`src/common/bt_pkg.sv`:
```
// constants and types for the basic timer, watchdog and stabilisation block
// Contract
// - reset clears timer_control to zero: watchdog on, clock oscillator/4096.
// - watchdog reset disabled only while the top four control bits hold 1010.
// - writing one to control bit 1 clears the counter; zero does nothing.
// - writing one to control bit 0 clears both dividers, unless capture clock external.
// - counter clock is oscillator divided by 4096, 1024 or 128.
// - counter is an 8-bit read-only up-counter stepped per prescaled tick.
// - with watchdog enabled, counter overflow out of bit 7 resets the system; code resets on carry of an accumulator stepped only in run mode.
// - 3-bit period field divides the watchdog time by field value plus one.
// - undivided overflow period is oscillator period times divider times 256.
// - halving bit passes horizontal sync straight when zero, halved when one.
// - stop release counts at /4096 after reset, preset clock after external interrupt.
// - stabilisation ends on counter bit 4 overflow, then cpu clock is enabled.
// - cpu clock stays gated off during the stabilisation interval.
package bt_pkg;
    localparam logic [7:0] TCTL_ADDR   = 8'hd3;
    localparam logic [7:0] WPER_ADDR   = 8'hec;
    localparam logic [7:0] TCNT_ADDR   = 8'hfd;
    localparam logic [7:0] TCTL_RESET  = 8'h00;
    localparam logic [7:0] WPER_RESET  = 8'h00;
    localparam int         SIG_HI      = 7;
    localparam int         SIG_LO      = 4;
    localparam int         SEL_HI      = 3;
    localparam int         SEL_LO      = 2;
    localparam int         CLR_CNT_BIT = 1;
    localparam int         CLR_DIV_BIT = 0;
    localparam int         PER_HI      = 2;
    localparam int         PER_LO      = 0;
    localparam int         HALVE_BIT   = 3;
    localparam logic [3:0] WDOFF_SIG   = 4'ha;
    localparam logic [1:0] SEL_4096    = 2'h0;
    localparam logic [1:0] SEL_1024    = 2'h1;
    localparam logic [1:0] SEL_128     = 2'h2;
    localparam int         DIV_W       = 12;
    localparam logic [11:0] MASK_4096  = 12'hfff;
    localparam logic [11:0] MASK_1024  = 12'h3ff;
    localparam logic [11:0] MASK_128   = 12'h07f;
    localparam logic [4:0] STAB_LOW    = 5'h1f;

    typedef enum logic [1:0] {
        BT_STAB = 2'b00,
        BT_RUN  = 2'b01,
        BT_STOP = 2'b10
    } bt_mode_e;

    typedef struct packed {
        bt_mode_e   mode;
        logic [3:0] sig;
        logic [1:0] sel;
        logic [2:0] per;
        logic       halve;
        logic [7:0] count;
        logic [8:0] acc;
        logic       wdt_reset;
        logic       cpu_clk_en;
        logic       div_clear;
        logic       hs_prev;
        logic       hs_half;
        logic       hsync_out;
        logic [7:0] rdata;
    } bt_core_s;

    typedef struct packed {
        logic [11:0] div;
        logic        tick;
        logic        cap_div_clear;
    } bt_pre_s;
endpackage : bt_pkg

```
`src/common/bt_if.sv`:
```
// link between the timer core and its prescaler
`timescale 1ns/10ps
interface bt_if;
    logic       div_clear;
    logic       osc_run;
    logic [1:0] sel;
    logic       tick;
    logic       cap_div_clear;

    modport core (
        output div_clear,
        output osc_run,
        output sel,
        input  tick,
        input  cap_div_clear
    );
    modport pre (
        input  div_clear,
        input  osc_run,
        input  sel,
        output tick,
        output cap_div_clear
    );
endinterface : bt_if

```
`src/verilog/bt_prescaler.sv`:
```
// oscillator divider and tick selector for the basic timer
`timescale 1ns/10ps
module bt_prescaler (
    input wire logic core_clk,
    input wire logic reset_n,
    input wire logic cap_ext_clk,
    bt_if.pre        pif
);
    bt_pkg::bt_pre_s st;
    bt_pkg::bt_pre_s next_st;

    function automatic logic [11:0] sel_mask(input logic [1:0] sel);
        case (sel)
            bt_pkg::SEL_4096: sel_mask = bt_pkg::MASK_4096;
            bt_pkg::SEL_1024: sel_mask = bt_pkg::MASK_1024;
            default:          sel_mask = bt_pkg::MASK_128;
        endcase
    endfunction : sel_mask

    always_comb begin
        next_st = st;
        next_st.tick = pif.osc_run && !pif.div_clear &&
                       ((st.div & sel_mask(pif.sel)) == sel_mask(pif.sel));
        next_st.cap_div_clear = pif.div_clear && !cap_ext_clk;
        if (pif.div_clear) begin
            next_st.div = '0;
        end else if (pif.osc_run) begin
            next_st.div = st.div + 12'h001;
        end
    end

    always_ff @(posedge core_clk or negedge reset_n) begin
        if (!reset_n) begin
            st <= '0;
        end else begin
            st <= next_st;
        end
    end

    assign pif.tick          = st.tick;
    assign pif.cap_div_clear = st.cap_div_clear;
endmodule : bt_prescaler

```
`src/verilog/bt_watchdog.sv`:
```
// basic timer with watchdog, period scaling, sync halving and start-up hold
`timescale 1ns/10ps
module bt_watchdog (
    input  wire logic       core_clk,
    input  wire logic       reset_n,
    input  wire logic [7:0] reg_addr,
    input  wire logic       reg_wr,
    input  wire logic [7:0] reg_wdata,
    output logic      [7:0] reg_rdata,
    input  wire logic       stop_req,
    input  wire logic       ext_wake,
    input  wire logic       cap_ext_clk,
    output logic            cap_div_clear,
    input  wire logic       hsync_in,
    output logic            hsync_out,
    output logic            wdt_reset,
    output logic            cpu_clk_en
);
    bt_pkg::bt_core_s st;
    bt_pkg::bt_core_s next_st;
    bt_if             pif ();

    logic wr_tctl;
    logic wr_wper;
    logic clr_cnt;
    logic wd_enabled;
    logic [8:0] acc_sum;

    bt_prescaler u_pre (
        .core_clk    (core_clk),
        .reset_n     (reset_n),
        .cap_ext_clk (cap_ext_clk),
        .pif         (pif)
    );

    assign wr_tctl    = reg_wr && (reg_addr == bt_pkg::TCTL_ADDR);
    assign wr_wper    = reg_wr && (reg_addr == bt_pkg::WPER_ADDR);
    assign clr_cnt    = wr_tctl && reg_wdata[bt_pkg::CLR_CNT_BIT];
    // only the signature switches the watchdog off
    assign wd_enabled = (st.sig != bt_pkg::WDOFF_SIG);
    // each run-mode tick adds per+1, carry out marks the shortened period
    assign acc_sum    = {1'b0, st.acc[7:0]} + {5'h00, 1'b0, st.per} + 9'h001;

    always_comb begin
        next_st           = st;
        next_st.wdt_reset = 1'b0;
        next_st.div_clear = 1'b0;

        if (wr_tctl) begin
            next_st.sig = reg_wdata[bt_pkg::SIG_HI:bt_pkg::SIG_LO];
            next_st.sel = reg_wdata[bt_pkg::SEL_HI:bt_pkg::SEL_LO];
            next_st.div_clear = reg_wdata[bt_pkg::CLR_DIV_BIT];
        end
        if (wr_wper) begin
            next_st.per   = reg_wdata[bt_pkg::PER_HI:bt_pkg::PER_LO];
            next_st.halve = reg_wdata[bt_pkg::HALVE_BIT];
        end

        case (st.mode)
            bt_pkg::BT_STAB: begin
                if (pif.tick && (st.count[4:0] == bt_pkg::STAB_LOW)) begin
                    next_st.mode = bt_pkg::BT_RUN;
                end
            end
            bt_pkg::BT_RUN: begin
                if (stop_req) begin
                    next_st.mode = bt_pkg::BT_STOP;
                end
            end
            bt_pkg::BT_STOP: begin
                // external wake keeps the preset clock select
                if (ext_wake) begin
                    next_st.mode = bt_pkg::BT_STAB;
                end
            end
            default: begin
                next_st.mode = bt_pkg::BT_STAB;
            end
        endcase

        // counter clear on write of one
        if (clr_cnt || (st.mode == bt_pkg::BT_STOP && ext_wake)) begin
            next_st.count = 8'h00;
            next_st.acc   = 9'h000;
        end else if (pif.tick && st.mode != bt_pkg::BT_STOP) begin
            next_st.count = st.count + 8'h01;
            if (st.mode == bt_pkg::BT_RUN) begin
                // with per zero the carry is the 256-tick overflow
                next_st.acc = {1'b0, acc_sum[7:0]};
                // overflow resets the system while enabled
                next_st.wdt_reset = acc_sum[8] && wd_enabled;
            end
        end

        // cpu clock gated until run mode
        next_st.cpu_clk_en = (next_st.mode == bt_pkg::BT_RUN);

        next_st.hs_prev = hsync_in;
        if (hsync_in && !st.hs_prev) begin
            next_st.hs_half = !st.hs_half;
        end
        next_st.hsync_out = st.halve ? next_st.hs_half : hsync_in;

        case (reg_addr)
            bt_pkg::TCTL_ADDR: next_st.rdata = {st.sig, st.sel, 2'b00};
            bt_pkg::WPER_ADDR: next_st.rdata = {4'h0, st.halve, st.per};
            bt_pkg::TCNT_ADDR: next_st.rdata = st.count;
            default:           next_st.rdata = 8'h00;
        endcase
    end

    always_ff @(posedge core_clk or negedge reset_n) begin
        if (!reset_n) begin
            st      <= '0;
            st.sig  <= bt_pkg::TCTL_RESET[bt_pkg::SIG_HI:bt_pkg::SIG_LO];
            st.sel  <= bt_pkg::TCTL_RESET[bt_pkg::SEL_HI:bt_pkg::SEL_LO];
            st.per  <= bt_pkg::WPER_RESET[bt_pkg::PER_HI:bt_pkg::PER_LO];
            st.mode <= bt_pkg::BT_STAB;
        end else begin
            st <= next_st;
        end
    end

    assign pif.div_clear = st.div_clear;
    assign pif.osc_run   = (st.mode != bt_pkg::BT_STOP);
    assign pif.sel       = st.sel;
    assign cap_div_clear = pif.cap_div_clear;
    assign reg_rdata     = st.rdata;
    assign hsync_out     = st.hsync_out;
    assign wdt_reset     = st.wdt_reset;
    assign cpu_clk_en    = st.cpu_clk_en;
endmodule : bt_watchdog

```
`config.mk`:
```
export PLATFORM = sky130hd
export DESIGN_NAME = bt_watchdog
export DESIGN_NICKNAME = d
export VERILOG_FILES = /design/src/common/bt_pkg.sv /design/src/common/bt_if.sv /design/src/verilog/bt_prescaler.sv /design/src/verilog/bt_watchdog.sv
export SDC_FILE = /design/constraint.sdc
export NUM_CORES = 1
export LEC_CHECK = 0
export ABC_AREA = 1
export BUFFER_PORTS_ARGS = -buffer_cell sky130_fd_sc_hd__buf_4
export CORE_UTILIZATION = 45
export DETAILED_ROUTE_END_ITERATION = 8
export GPL_TIMING_DRIVEN = 0
export PLACE_DENSITY = 0.68
export SYNTH_ARGS = -nofsm -noshare
export SYNTH_HDL_FRONTEND = slang
export SYNTH_SLANG_ARGS = --single-unit
export TNS_END_PERCENT = 1
```
`constraint.sdc`:
```
create_clock -name core_clk -period 2.55 [get_ports core_clk]
set_input_delay 0.255 -clock core_clk [delete_from_list [all_inputs] [get_ports core_clk]]
set_output_delay 0.255 -clock core_clk [all_outputs]
set_load 0.05 [all_outputs]
```
=== Yosys cells after proc, flatten, opt, wreduce, memory -nomap -nowiden ===
Index checks and enable logic that the tools add are counted.

* Register bits: 56
* Input port bits: 23
* Output and inout bits: 12
* Word-level logic and storage cells: 70

* $add $sub $neg: 4
* Equal/unequal tests: 11
* Muxes and demuxes: 15
* Bitwise logic cells: 1
* Reductions and logical operators: 22

{| class="wikitable"
|+ Operators with widths
! kind !! count
|-
| == test 8 bit (second input constant) || 3
|-
| 2-to-1 mux 12 bit || 2
|-
| one-hot mux 12 bit (2 select lines) || 1
|-
| one-hot mux 8 bit (3 select lines) || 1
|-
| 2-to-1 mux 18 bit || 1
|-
| 2-to-1 mux 17 bit || 1
|-
| adder 12 x 1 -> 12 bit (second input constant) || 1
|-
| bitwise AND 12 bit || 1
|-
| == test 12 bit || 1
|-
| logical AND 1 bit || 11
|-
| 2-to-1 mux 10 bit || 1
|-
| adder 8 x 3 -> 9 bit || 1
|-
| adder 9 x 1 -> 9 bit (second input constant) || 1
|-
| adder 8 x 1 -> 8 bit (second input constant) || 1
|-
| == test 2 x 1 -> 1 bit (second input constant) || 3
|-
| 2-to-1 mux 2 bit || 3
|-
| one-hot mux 2 bit (3 select lines) || 1
|-
| nonzero test 2 bit || 3
|-
| == test 5 bit (second input constant) || 1
|-
| zero test 1 bit || 4
|-
| zero test 2 bit || 2
|-
| 2-to-1 mux 1 bit || 4
|-
| inequality test 4 bit (second input constant) || 1
|-
| == test 2 bit (second input constant) || 1
|-
| other kinds (3) || 3
|}

=== Depth between registers and ports, before layout ===
* Word-level depth: 6
* Gate-level depth with buffers: 9

=== Hierarchy ===
A second synthesis with hierarchy kept.

* Cells, all modules: 369
* Area total of the unflattened synthesis: 3,007.9 sq um

{| class="wikitable"
|+ Modules (own cells, without submodules)
! module !! times used !! cells each !! area an instance (sq um) !! sequential area each (sq um)
|-
| bt_watchdog || 1 || 270 || 2,257.2 || 1,051.0
|-
| bt_prescaler || 1 || 99 || 750.7 || 350.3
|}

=== Worst setup path after synthesis ===
OpenSTA, ideal clock, no wires.

* Path kind: reg-to-reg
* Start: register st[14] in the netlist's numbering
* End: register st[20] in the netlist's numbering
* Setup time: 0.118 ns
* Data arrival time: 1.354 ns
* Setup slack: 1.078 ns
* Cell stages (with the launch flop): 9
* Buffers on the path: 0
* Clock period less this slack: 1.472 ns
* Cells stage by stage: dfrtp_1 > inv_1 > ha_1 > fa_1 > inv_1 > a21o_1 > nand2_1 > nand4_1 > nand2_1

* Word-level cells in the longest chain between the ends: 5

{| class="wikitable"
|+ RTL lines
! element !! RTL line !! text
|-
| start: declaration || bt_watchdog.sv:19 || <nowiki>bt_pkg::bt_core_s st;</nowiki>
|-
| start signal: assignment || bt_watchdog.sv:120 || <nowiki>st <= next_st;</nowiki>
|-
| adder 8 x 3 -> 9 bit || bt_watchdog.sv:42 || <nowiki>assign acc_sum = {1'b0, st.acc[7:0]} + {5'h00, 1'b0, st.per} + 9'h001;</nowiki>
|-
| adder 9 x 1 -> 9 bit || bt_watchdog.sv:42 ||
|-
| 2-to-1 mux 10 bit || bt_watchdog.sv:87 || <nowiki>if (st.mode == bt_pkg::BT_RUN) begin</nowiki>
|-
| 2-to-1 mux 18 bit || bt_watchdog.sv:85 || <nowiki>end else if (pif.tick && st.mode != bt_pkg::BT_STOP) begin</nowiki>
|-
| 2-to-1 mux 17 bit || bt_watchdog.sv:82 || <nowiki>if (clr_cnt || (st.mode == bt_pkg::BT_STOP && ext_wake)) begin</nowiki>
|}

No other way between the ends. The select of a mux whose other input is x is not followed.
A chain may end at the register's enable or synchronous reset.

==> flow_summary.json <==
{
  "port_buffers": 34,
  "status": "complete, but fails checks",
  "cts_root_buf": "clkbuf_8",
  "endpoint": "wdt_reset",
  "reg2reg_depth": 7,
  "finalNonFillerCells": 475,
  "cts_tree": "done",
  "drive_above_1_share_pct": 19.35,
  "power.total_w": 0.002117,
  "postRouteAntennaNets": 0,
  "clk-insertion-delay-late_ps": 300,
  "fin_util_pct": 53.30,
  "path_common_cell": "inv_1",
  "dr.pass1.iters": 4,
  "slowest_stage": "fa_1",
  "fp.coreArea_um2": 6350,
  "ir_worst_vdd_mv": 0.3793,
  "die-area_um2": 6896,
  "synth_fp_nets": 387,
  "place_congestion": 0.8119,
  "io-pin-count": 35,
  "fin_setup_tns_ps": 0,
  "post-route-cell-area_um2": 3385,
  "clock.fmax_ghz": 0.6093,
  "yosysTopAreaCellShare_pct": 47.42,
  "crit_start": "st[14]",
  "vias": 2441,
  "max_stage_delay_ps": 420,
  "synth_seq_area_share_pct": 47.42,
  "clk_path_buf_depth": 2,
  "crit_buf_inv": 2,
  "cts_resized": 0,
  "finalCriticalPeriod_ps": 1641,
  "cpLargestDelayFamily": "adder cells",
  "grt.overflow.total": 0,
  "period_share_pct": 64.36,
  "maxCapViolCount": 0,
  "mostFrequentLayoutCells": "71 x nand2_1, 56 x dfrtp_1, 43 x inv_1",
  "die_w_um": 83.04,
  "drc_errors": 0,
  "crit_chain": "inv_1, ha_1, fa_1, inv_1, a21o_1, nand2_1, nor3_1",
  "worstMarginPinSlew_ps": 712.9,
  "violations": "negative hold slack",
  "critical_path_class": "flop to flop",
  "slew_viol_final": 0,
  "drtIter0Drc": 133,
  "syn_avg_cell_area_um2": 8.278,
  "placed_area_um2": 3307,
  "critPathCaptureType": "flop",
  "hold_viol": 7,
  "nets": 428,
  "die_h_um": 83.04,
  "cts_setup_buffers": 0,
  "antenna_found_initial": 0,
  "synthCells": 357,
  "synth_top_cell_by_area": "dfrtp_1",
  "dp.cells": 468,
  "syn_area_um2": 2955,
  "r2r_setup_slack_ps": 910,
  "leakage_nw": 1.745,
  "hold_ws_ps": -17.23,
  "synth_seq_cells": 56,
  "ctsHoldBuffers": 0,
  "rows": 29,
  "viasPerCell": 5.139,
  "setup_viol": 0,
  "final.setup_skew_ps": 12.95,
  "slew_headroom_pct": 52.48,
  "reg2reg_from": "st[14]",
  "grt_max_degree": 57,
  "crit_arrival_ps": 1870,
  "cp.required_ps": 2780,
  "globalRouteTotalUtil_pct": 19.23,
  "synth_area_leaders": "dfrtp_1 47%, nand2_1 9.0%, inv_1 5.5%",
  "first_global_vias": 2415,
  "start_util_pct": 46.54,
  "drt_wl_total_mm": 6.121,
  "routedWlPerCell_um": 12.89,
  "cts_buffers": 5,
  "timing.rr.end": "wdt_reset",
  "grt_pass1_wl_mm": 10.91,
  "synth_warnings": 0,
  "startpoint_type": "flop",
  "synth_cell_types": 35,
  "layout_commonest_cell": "nand2_1",
  "holdCritPathClass": "input pin to async pin",
  "clkTransAtPathRegs_ps": 100,
  "crit_cells": 7,
  "rsz0062_at_grt": "false",
  "cellPowerDensity_nw_per_um2": 625.4,
  "diodes": 0,
  "syn_to_final_growth_pct": 14.52,
  "worstPathMaxFanout": 3,
  "htree_num_levels": 2,
  "cts.sinks": 56,
  "fillers": 616,
  "hpwlAfterDp_mm": 4.552
}
final cells by class:
type / count / area [µm²] / share of cell area (%)
Tap cell: 77 / 96.34 / 2.847
Buffer: 13 / 100.1 / 2.957
Inverter: 50 / 187.7 / 5.545
Clock inverter: 1 / 5.005 / 0.1479
Timing Repair Buffer: 34 / 255.2 / 7.542
Sequential cell: 56 / 1401 / 41.40
Clock buffer: 6 / 72.57 / 2.144
Multi-Input combinational cell: 238 / 1266 / 37.41
cells in the mapped netlist:
library cell and count:
o211ai_1 1, buf_8 1, xnor2_1 1, nor3_1 5, o21ai_2 1, buf_4 8, o221ai_1 1, nand2_1 71
ha_1 6, nand2_2 4, nand3b_1 5, a21oi_1 17, nor3b_1 1, buf_2 2, nand2_4 2, nor2_4 4
o22ai_1 4, nand3_1 24, buf_6 1, inv_1 43, nand4_1 21, fa_1 1, nor3_4 1, nor2_1 42
o21ai_0 16, nor2_2 1, inv_2 7, a31oi_1 1, nand3_2 1, xor2_1 2, dfrtp_1 56, a21o_1 1
nand4_2 2, clkbuf_1 1, nor3_2 2
where the power goes:
group / total, W / internal (W) / switching, W
registers: 0.00116 / 0.00102 / 0.000141
clock network: 0.000462 / 0.000188 / 0.000274
logic: 0.000495 / 0.000192 / 0.000303
worst min-delay path by stage:
stage              from          end  depth (start not counted)
4_1_cts         reset_n  u_pre.st[6]                          1
6_report        reset_n  u_pre.st[6]                          1
3_5_place_dp    reset_n  u_pre.st[6]                          1
3_3_place_gp    reset_n  u_pre.st[7]                          1
2_1_floorplan   reset_n   cpu_clk_en                          0
5_1_grt        hsync_in       st[10]                          1
sequential cells by signal (all words and copies together), names as in the netlist:
| signal | cells |
|---|---|
| st | 28 |
| u_pre.st | 12 |
| reg_rdata | 8 |
| pif.sel | 2 |
| cpu_clk_en | 1 |
| hsync_out | 1 |
| pif.div_clear | 1 |
| u_pre.pif.cap_div_clear | 1 |
| u_pre.pif.tick | 1 |
| wdt_reset | 1 |
cells by family (layout without fill, tap and decap cells):
family	Yosys count	count (layout)	share of synthesized area, %
buf+inv	63	104	9.737
compound gates	42	42	7.748
fa+ha+maj	7	7	3.218
xor+xnor	3	3	0.8892
flops	56	56	47.42
simple gates	186	186	30.99
routing by layer:
metal | GRT usage (%) | share of wire, %
met4 | 4.232 | 1.1
met3 | 3.181 | 3.4
met5 | 0 | 0
met2 | 33.08 | 47
met1 | 25.52 | 48
stage by stage:
step,hold slack [ps],setup slack (ps)
floorplan,-40.59,1078
global placement,357.2,920.3
detailed placement,357.4,903.7
CTS,23.23,889.0
global route,54.69,706.4
finish,-17.23,908.7
(Power assumes the default switching activity.)
